===== config.mk =====
export PLATFORM = sky130hd
export DESIGN_NAME = dplc_loop
export DESIGN_NICKNAME = d
export VERILOG_FILES = /design/src/hdl/dplc_pkg.sv /design/src/hdl/dplc_loop.sv
export VERILOG_INCLUDE_DIRS = /design/src /design/src/hdl
export SDC_FILE = /design/constraint.sdc
export NUM_CORES = 2
export LEC_CHECK = 0
export ABC_AREA = 1
export BUFFER_PORTS_ARGS = -buffer_cell sky130_fd_sc_hd__buf_2
export CAP_MARGIN = 15
export CORE_MARGIN = 2
export CORE_UTILIZATION = 45
export DETAILED_ROUTE_END_ITERATION = 12
export PLACE_DENSITY_LB_ADDON = 0.1
export SYNTH_ARGS = -nofsm -noshare
export SYNTH_HDL_FRONTEND = slang
export SYNTH_SLANG_ARGS = --single-unit

===== constraint.sdc =====
create_clock -name clk_i -period 34.6 [get_ports clk_i]
set_clock_uncertainty 0.2 [all_clocks]
set_input_delay 3.46 -clock clk_i [delete_from_list [all_inputs] [get_ports clk_i]]
set_output_delay 3.46 -clock clk_i [all_outputs]
set_load 0.01 [all_outputs]

===== src/hdl/dplc_regs.svh =====
// constants of the digital pwm loop control block
`ifndef DPLC_REGS_SVH
`define DPLC_REGS_SVH
`define DPLC_CLK_HZ        40000000
`define DPLC_FSW_500K_HZ   500000
`define DPLC_FSW_750K_HZ   750000
`define DPLC_FSW_1M_HZ     1000000
// switching periods in clock cycles, rounded down
`define DPLC_PER_500K      (`DPLC_CLK_HZ / `DPLC_FSW_500K_HZ)
`define DPLC_PER_750K      (`DPLC_CLK_HZ / `DPLC_FSW_750K_HZ)
`define DPLC_PER_1M        (`DPLC_CLK_HZ / `DPLC_FSW_1M_HZ)
// monitor: one conversion slot every 100 us, so each quantity every 300 us
`define DPLC_MON_SLOT_NS   100000
`define DPLC_MON_CYC       (`DPLC_MON_SLOT_NS / 25)
// filter scaling
`define DPLC_DEN_SHIFT     6
`define DPLC_OUT_SHIFT     12
// current sense temperature reference code
`define DPLC_TEMP_REF      8'h19
`define DPLC_TRIM_MAX      5'h0F
`endif


===== src/hdl/dplc_pkg.sv =====
// types of the digital pwm loop control block
package dplc_pkg;
  typedef struct packed {
    logic       sat_en;
    logic [6:0] limit;
  } dplc_duty_limit_t;

  typedef struct packed {
    logic [7:0] numerator_coef_zero_high;
    logic [7:0] numerator_coef_zero_low;
    logic [7:0] numerator_coef_one_high;
    logic [7:0] numerator_coef_one_low;
    logic [7:0] numerator_coef_two_high;
    logic [7:0] numerator_coef_two_low;
    logic [7:0] numerator_coef_three_high;
    logic [7:0] numerator_coef_three_low;
    logic [7:0] denominator_coef_one;
    logic [7:0] denominator_coef_two;
    logic [7:0] denominator_coef_three;
  } dplc_coef_t;

  typedef enum logic [1:0] {
    DPLC_FSW_500K = 2'h0,
    DPLC_FSW_750K = 2'h1,
    DPLC_FSW_1M   = 2'h2
  } dplc_fsw_t;

  typedef enum logic [1:0] {
    DPLC_MS_IDLE = 2'b01,
    DPLC_MS_CONV = 2'b10
  } dplc_mon_state_t;

  typedef struct packed {
    logic [6:0]         sw_cnt;
    logic [6:0]         duty;
    logic [6:0]         duty_cyc;
    logic               pwm;
    logic               share_oe;
    logic [6:0]         share_low;
    logic [4:0]         trim;
    logic signed [8:0]  x1;
    logic signed [8:0]  x2;
    logic signed [8:0]  x3;
    logic signed [23:0] y1;
    logic signed [23:0] y2;
    logic signed [23:0] y3;
    dplc_mon_state_t    ms;
    logic [1:0]         ch;
    logic [11:0]        mon_cnt;
    logic               adc_start;
    logic [7:0]         vout;
    logic [7:0]         iout;
    logic [7:0]         temp;
  } dplc_state_t;
endpackage


===== src/hdl/dplc_loop.sv =====
// digital pwm loop: filter, clamps, current share and monitor
`timescale 1ns/1ps
`include "dplc_regs.svh"

module dplc_loop #(
  parameter int MON_INTERVAL = `DPLC_MON_CYC
) (
  input  wire logic                      clk_i,
  input  wire logic                      reset_n_i,
  input  wire dplc_pkg::dplc_fsw_t       fsw_sel_i,
  input  wire dplc_pkg::dplc_duty_limit_t duty_limit_register_i,
  input  wire dplc_pkg::dplc_coef_t      coef_i,
  input  wire logic [7:0]                window_i,
  input  wire logic signed [7:0]         err_i,
  input  wire logic                      share_i,
  input  wire logic                      adc_done_i,
  input  wire logic [7:0]                adc_data_i,
  output logic                           pwm_o,
  output logic                           share_o,
  output logic                           share_oe_o,
  output logic                           adc_start_o,
  output logic [1:0]                     adc_sel_o,
  output logic [7:0]                     vout_monitor_value_o,
  output logic [7:0]                     iout_monitor_value_o,
  output logic [7:0]                     temperature_monitor_value_o,
  output logic [6:0]                     duty_o
);
  import dplc_pkg::*;

  localparam logic [1:0] CH_VOUT = 2'h0;
  localparam logic [1:0] CH_IOUT = 2'h1;
  localparam logic [1:0] CH_TEMP = 2'h2;

  // the reload counter is only 12 bits wide
  if (MON_INTERVAL < 1 || MON_INTERVAL > 4095) begin : g_bad_interval
    $error("MON_INTERVAL must lie in 1..4095");
  end

  // full-width signed product so no filter term wraps before the sum
  function automatic logic signed [33:0] smul(input logic signed [33:0] a,
                                              input logic signed [33:0] b);
    return a * b;
  endfunction

  // saturate a filter sum to the 24-bit state width
  function automatic logic signed [23:0] sat24(input logic signed [33:0] v);
    if (v > 34'sh00007FFFFF) begin
      return 24'sh7FFFFF;
    end else if (v < -34'sh0000800000) begin
      return -24'sh800000;
    end
    return v[23:0];
  endfunction

  // clamp a signed duty request into 0..limit
  function automatic logic [6:0] clamp_duty(input logic signed [23:0] v,
                                            input logic [6:0] lim);
    if (v <= 24'sh0) begin
      return 7'h0;
    end else if (v >= $signed({17'h0, lim})) begin
      return lim;
    end
    return v[6:0];
  endfunction

  // inductor resistance rises with heat, so scale the reading back down
  function automatic logic [7:0] temp_corr(input logic [7:0] raw,
                                           input logic [7:0] tmp);
    logic signed [8:0]  dt;
    logic signed [17:0] adj;
    logic signed [17:0] res;
    dt  = $signed({1'b0, tmp}) - $signed({1'b0, `DPLC_TEMP_REF});
    adj = ($signed({1'b0, raw}) * dt) >>> 8;
    res = $signed({10'h0, raw}) - adj;
    if (res < 18'sh0) begin
      return 8'h0;
    end else if (res > 18'sh000FF) begin
      return 8'hFF;
    end
    return res[7:0];
  endfunction

  dplc_state_t s_q;
  dplc_state_t s_d;
  logic [6:0]  period;
  logic        tick;
  logic [7:0]  iout_corr;

  // switching period from the frequency select
  always_comb begin
    case (fsw_sel_i)
      DPLC_FSW_750K: period = 7'(`DPLC_PER_750K);
      DPLC_FSW_1M:   period = 7'(`DPLC_PER_1M);
      default:       period = 7'(`DPLC_PER_500K);
    endcase
  end

  assign tick      = (s_q.sw_cnt >= period - 7'h1);
  assign iout_corr = temp_corr(adc_data_i, s_q.temp);

  // whole next-state computation of the block
  always_comb begin
    logic signed [8:0]  e;
    logic signed [33:0] num;
    logic signed [33:0] fb;
    logic signed [23:0] y;
    logic [6:0]         nd;
    logic [13:0]        dc;
    e   = -$signed({err_i[7], err_i});
    num = smul(34'($signed({coef_i.numerator_coef_zero_high,
                            coef_i.numerator_coef_zero_low})), 34'(e))
        + smul(34'($signed({coef_i.numerator_coef_one_high,
                            coef_i.numerator_coef_one_low})), 34'(s_q.x1))
        + smul(34'($signed({coef_i.numerator_coef_two_high,
                            coef_i.numerator_coef_two_low})), 34'(s_q.x2))
        + smul(34'($signed({coef_i.numerator_coef_three_high,
                            coef_i.numerator_coef_three_low})), 34'(s_q.x3));
    fb  = (smul(34'($signed(coef_i.denominator_coef_one)), 34'(s_q.y1))
         + smul(34'($signed(coef_i.denominator_coef_two)), 34'(s_q.y2))
         + smul(34'($signed(coef_i.denominator_coef_three)), 34'(s_q.y3)))
         >>> `DPLC_DEN_SHIFT;
    y   = sat24(num - fb);
    nd  = s_q.duty;
    dc  = 14'h0;
    s_d = s_q;
    s_d.adc_start = 1'b0;

    // switching counter, share pulse and share line measurement
    s_d.sw_cnt   = tick ? 7'h0 : s_q.sw_cnt + 7'h1;
    s_d.share_oe = (s_d.sw_cnt < s_q.iout[7:1]);
    s_d.share_low = tick ? 7'h0
                  : s_q.share_low + {6'h0, ~share_i};

    if (tick) begin
      // history keeps running during saturation so release is bumpless
      s_d.x1 = e;
      s_d.x2 = s_q.x1;
      s_d.x3 = s_q.x2;
      s_d.y1 = y;
      s_d.y2 = s_q.y1;
      s_d.y3 = s_q.y2;
      // the weaker module raises its trim until its pulse matches the line
      // one bit wider so a full-scale reading cannot wrap to zero
      if ({1'b0, s_q.iout[7:1]} + 8'h1 < {1'b0, s_q.share_low}) begin
        if (s_q.trim < `DPLC_TRIM_MAX) begin
          s_d.trim = s_q.trim + 5'h1;
        end
      end else if (s_q.trim != 5'h0) begin
        s_d.trim = s_q.trim - 5'h1;
      end
      if (duty_limit_register_i.sat_en &&
          err_i > $signed({1'b0, window_i[6:0]})) begin
        nd = 7'h0;
      end else if (duty_limit_register_i.sat_en &&
                   err_i < -$signed({1'b0, window_i[6:0]})) begin
        nd = duty_limit_register_i.limit;
      end else begin
        nd = clamp_duty((y >>> `DPLC_OUT_SHIFT) + $signed({19'h0, s_q.trim}),
                        duty_limit_register_i.limit);
      end
      s_d.duty = nd;
      dc = {7'h0, nd} * {7'h0, period};
      s_d.duty_cyc = dc[13:7];
    end
    s_d.pwm = (s_d.sw_cnt < s_d.duty_cyc);

    // monitor sequencer: one converter shared by three channels
    case (s_q.ms)
      DPLC_MS_IDLE: begin
        if (s_q.mon_cnt == 12'h0) begin
          s_d.adc_start = 1'b1;
          s_d.ms = DPLC_MS_CONV;
        end else begin
          s_d.mon_cnt = s_q.mon_cnt - 12'h1;
        end
      end
      DPLC_MS_CONV: begin
        if (adc_done_i) begin
          case (s_q.ch)
            CH_VOUT: s_d.vout = adc_data_i;
            CH_IOUT: s_d.iout = iout_corr;
            default: s_d.temp = adc_data_i;
          endcase
          s_d.ch = (s_q.ch == CH_TEMP) ? CH_VOUT : s_q.ch + 2'h1;
          s_d.mon_cnt = 12'(MON_INTERVAL - 1);
          s_d.ms = DPLC_MS_IDLE;
        end
      end
      default: s_d.ms = DPLC_MS_IDLE;
    endcase
  end

  // one register stage for all state
  always_ff @(posedge clk_i or negedge reset_n_i) begin
    if (!reset_n_i) begin
      s_q <= '0;
      s_q.ms <= DPLC_MS_IDLE;
    end else begin
      s_q <= s_d;
    end
  end

  assign pwm_o                       = s_q.pwm;
  assign share_o                     = 1'b0;
  assign share_oe_o                  = s_q.share_oe;
  assign adc_start_o                 = s_q.adc_start;
  assign adc_sel_o                   = s_q.ch;
  assign vout_monitor_value_o        = s_q.vout;
  assign iout_monitor_value_o        = s_q.iout;
  assign temperature_monitor_value_o = s_q.temp;
  assign duty_o                      = s_q.duty;

  // idle cycles since the last conversion request
  logic [12:0] gap_q;
  always_ff @(posedge clk_i or negedge reset_n_i) begin
    if (!reset_n_i) begin
      gap_q <= 13'h0;
    end else if (s_q.adc_start) begin
      gap_q <= 13'h0;
    end else if (s_q.ms == DPLC_MS_IDLE) begin
      gap_q <= gap_q + 13'h1;
    end
  end

  duty_le_limit_a: assert property (
    @(posedge clk_i) disable iff (!reset_n_i)
    tick |=> duty_o <= $past(duty_limit_register_i.limit))
    else $error("duty above limit");
  sat_to_zero_a: assert property (
    @(posedge clk_i) disable iff (!reset_n_i)
    tick && duty_limit_register_i.sat_en
      && err_i > $signed({1'b0, window_i[6:0]}) |=> duty_o == 7'h0)
    else $error("positive excursion did not force zero");
  sat_to_limit_a: assert property (
    @(posedge clk_i) disable iff (!reset_n_i)
    tick && duty_limit_register_i.sat_en
      && err_i < -$signed({1'b0, window_i[6:0]})
      |=> duty_o == $past(duty_limit_register_i.limit))
    else $error("negative excursion did not force limit");
  duty_per_cycle_a: assert property (
    @(posedge clk_i) disable iff (!reset_n_i)
    !tick |=> $stable(duty_o))
    else $error("duty changed between switching cycles");
  pwm_zero_off_a: assert property (
    @(posedge clk_i) disable iff (!reset_n_i)
    tick && duty_limit_register_i.limit == 7'h0 |=> !pwm_o [*2])
    else $error("pwm high with zero limit");
  mon_rate_a: assert property (
    @(posedge clk_i) disable iff (!reset_n_i)
    gap_q <= 13'(MON_INTERVAL + 1))
    else $error("conversion request late");
  vout_update_a: assert property (
    @(posedge clk_i) disable iff (!reset_n_i)
    s_q.ms == DPLC_MS_CONV && adc_done_i && adc_sel_o == CH_VOUT
      |=> vout_monitor_value_o == $past(adc_data_i))
    else $error("voltage monitor not refreshed");
  iout_corr_a: assert property (
    @(posedge clk_i) disable iff (!reset_n_i)
    s_q.ms == DPLC_MS_CONV && adc_done_i && adc_sel_o == CH_IOUT
      && temperature_monitor_value_o == `DPLC_TEMP_REF
      |=> iout_monitor_value_o == $past(adc_data_i))
    else $error("current reading altered at reference temperature");
  trim_up_a: assert property (
    @(posedge clk_i) disable iff (!reset_n_i)
    tick && {1'b0, s_q.iout[7:1]} + 8'h1 < {1'b0, s_q.share_low}
      && s_q.trim < `DPLC_TRIM_MAX |=> s_q.trim == $past(s_q.trim) + 5'h1)
    else $error("share trim did not rise");
endmodule


==> parameters.txt <==
Parameter                              Value

Clocking
  Number of buffers inserted to repair setup after CTS ... 0
  Number of buffers created by CTS ... 17
  Hold Buf Count CTS ... 0
  Skew-Pair Late Insertion Delay ... 530 ps
  Gates resized, CTS repair ... 0
  Number of levels the H-tree was split into ... 4
  Sinks on the clock net ... 175
  CTS tree ... built
  Clock Tree Root ... clkbuf_16
  Maximum buffer depth of the clock tree ... 2
  Clock transition at the register clock pins on the worst setup and hold paths after CTS ... approximately 80 ps

Logic synthesis
  Number of register bits inferred by synthesis ... between 150 and 200
  Number of distinct library cells after synthesis ... a little under 60
  Number of enable-type register cells in the synthesized netlist ... 0
  Number of warning messages in the yosys log ... 0
  Async set or reset register ratio after synthesis ... 100%
  Netlist Area Pre-Place ... 0.0561 sq mm
  Gate Count Post-Synth ... roughly 6800
  Mean instance size in the synthesized netlist ... 8.30 sq um
  Most used flip-flop cell after synthesis ... dfrtp_1
  Proportion of synthesized chip area in sequential cells ... 7.80%
  Net count after synthesis ... 8625

Setup path
  Kind of critical path ... input port to register
  WP buf/inv ... 20
  Kind of cell with the highest combined delay on the critical path ... adder cells
  Top fanout value on the critical path ... 24
  Kind of start point of the critical path ... input port
  Data arrival, critical path ... between 20000 and 30000 ps
  Required arrival time at the worst endpoint ... about 35000 ps
  Max stage delay on crit path ... between 800 and 900 ps
  Slowest stage cell, crit path ... o21ai_0
  Register-to-register path setup slack ... between 10000 and 15000 ps
  Capturing element type of the critical path ... register
  Reg-to-reg critical path endpoint ... pwm_o
  Startpoint of the most critical register-to-register path ... s_q[89]
  Number of cells on the worst reg-to-reg path ... between 90 and 100

Routing
  Highest metal layer with signal wires ... met5
  Post-DRT Antenna Nets ... 0
  Detailed-routed wire length on met2 ... 71500 microns
  Average vias per placed instance ... between 4 and 5
  Routed wire length on met3 ... around 6500 microns
  Final routed wire length divided by cell count ... 17.0 microns
  Routed vias ... between 40000 and 50000
  DRT Pass-1 Iters ... 12
  Met1 wire length ... 61100 microns
  Starting DRC count in detailed routing ... between 2000 and 2500
  DRC violations left ... 17
  Total length of routed wires ... between 100000 and 150000 microns

Place
  Number of cells in the design after placement ... a little over 8000
  Final GP Congestion ... ~0.9
  HPWL after detailed placement ... approximately 120000 microns
  Setup slack at placement ... ~9000 ps
  Total of buffers placed on input and output ports ... between 150 and 200

Final layout
  Layout net count ... 8509
  Post-layout utilization of the core ... around 47%
  Number of non-filler instances in the completed layout ... 8298
  Relative area change from synthesis to final layout ... 4.02%
  Fraction of final layout cells sized beyond drive strength 1 ... 4.78%

Worst hold path
  Hold_sp ... s_q[159]
  Worst Hold End ... s_q[159]
  Cell depth of the worst hold path ... 2
  Kind of path behind the tightest hold check ... register to register

Global routing
  Wire length of the first global-routing pass ... roughly 240000 microns
  Number of antenna violations at the first check in global routing ... 10
  Vias in the first global route ... ~43000
  Total routing usage reported by global routing ... 23.8%
  Maximum number of pins on one net before global-route repair ... 71
  Leftover overflow at the end of global routing ... 0

Floorplan
  Ports ... 163
  Std cell rows ... around 130
  Placeable core region ... between 0.1 and 0.15 sq mm
  Initial Util ... a little under half
  Die Width ... approximately 360 microns
  Chip height ... around 360 microns
  Die Outline Area ... around 0.13 sq mm

Outcome
  Violated checks ... DRC
  Result of the run ... finished, violations left

STA
  Peak clock frequency supported by timing ... 0.0399 GHz
  Setup repair after global routing missed its margin ... false
  Total of endpoints with negative setup slack in the final report ... 0
  Final min period ... between 20000 and 30000 ps
  Max-slew violation count ... 0
  Max transition margin ... between 20% and 30%
  PnR worst setup slack ... ~9600 ps
  Post-route fraction of the period consumed by the critical path ... between 70% and 80%
  Accumulated negative setup slack ... 0 ps
  Transition time of the tightest slew-check pin ... 1050 ps
  Total count of hold-check failures in the final report ... 0

Run
  Max-capacitance violation count ... 0
[per-stage QoR]
step,area [sq um],hold WS [ps]
2_1_floorplan,56100,242
3_3_place_gp,57800,260
6_report,58400,289
5_1_grt,58400,305
4_1_cts,58400,292
3_5_place_dp,57800,268
[placed cells by master (no fill, tap or decap), types with 5 or more instances in the layout]
| cell type | netlist | final |
|---|---|---|
| inv_1 | 2037 | 2036 |
| nand2_1 | 1560 | 1560 |
| fa_1 | 1335 | 1335 |
| ha_1 | 402 | 402 |
| nor2_1 | 261 | 261 |
| dfrtp_1 | 174 | 174 |
| o21ai_0 | 169 | 169 |
| buf_2 | 2 | 159 |
| a21oi_1 | 100 | 100 |
| nand3_1 | 74 | 73 |
| xnor2_1 | 54 | 54 |
| xor2_1 | 52 | 52 |
| or2_2 | 40 | 40 |
| nand4_1 | 24 | 24 |
| nand2_2 | 21 | 21 |
| nor3_1 | 19 | 19 |
| clkbuf_16 | 0 | 17 |
| buf_4 | 35 | 17 |
| inv_2 | 14 | 14 |
| nor2_2 | 13 | 13 |
| a21o_1 | 12 | 12 |
| o21bai_1 | 10 | 10 |
| nand3b_1 | 8 | 8 |
| clkinv_1 | 6 | 6 |
| a22oi_1 | 6 | 6 |
| inv_8 | 0 | 6 |
| a31oi_1 | 5 | 5 |
[worst reg2reg max path, delay by kind of cell (launching register included)]
family                     cells  cell delay [ps]
xor gates and xnor gates       1              330
and+or+nand+nor               21             2600
AOI/OAI and AO/OA             26             5960
buffers and inverters         19             1220
DFF                            1              680
adders and majority gates     25            11210
[area by class of cell]
type	count	area, sq um
fill	12300	65400
multi-input combinational	4218	42700
inverter	2057	7720
sequential	175	4380
tap	1637	2050
timing repair buffer	177	937
clock buffer	18	439
clock inverter	13	135
antenna	3	7.51
[kinds of logic after synthesis]
logic type	share of synthesized area, %
AO/OA/AOI/OAI	3.30
XOR/XNOR	1.65
adder cells (fa/ha/maj)	56.6
buffers and inverters	16.1
flip-flops	7.80
multiplexers	0.0178
other	0.00668
AND/OR/NAND/NOR	14.5
[how the worst max path moves through the flow]
stage               startpoint  endpoint  slack (ps)  depth (start not counted)
floorplan           coef_i[19]     pwm_o       12410                         97
global placement    coef_i[16]     pwm_o        9080                         92
detailed placement  coef_i[17]     pwm_o        9000                         93
CTS                 coef_i[17]     pwm_o        9490                         92
global route        coef_i[17]     pwm_o        7640                         93
finish              coef_i[19]     pwm_o        9570                         93
[state kept, by name, indices dropped and copies added (netlist names)]
name                         count
adc_sel_o                        2
adc_start_o                      1
duty_o                           7
iout_monitor_value_o             8
pwm_o                            1
s_q                            139
share_oe_o                       1
temperature_monitor_value_o      8
vout_monitor_value_o             8
[synthesized netlist by cell type, drive strengths merged (4+ instances only)]
master  count  share of area, %
a21o       12              0.16
ha        402               9.0
nor3       19              0.17
a22oi       6             0.080
clkinv      6             0.040
o21bai     10              0.13
xor2       52              0.81
or2        41              0.46
xnor2      54              0.84
nand2    1585                11
nand3b      8              0.11
nor2      277               2.0
inv      2051                14
a21oi     103              0.95
nand3      79              0.76
dfrtp     174               7.8
o21ai     175               1.6
clkbuf    258               1.7
a31oi       5             0.056
o21a        4             0.053
nand4      25              0.29
buf        54              0.63
fa       1335                48
[metal layers]
layer / track usage [%] / up-vias
met3: 2.76 / 89
met1: 32.5 / 20400
met2: 41.5 / 779
met5: 0 / -
met4: 3.88 / 4
li1: - / 18700
Power is left out: the tool's default activity adds up to more than one toggle a clock period on the data nets, which glitch-free logic cannot reach.
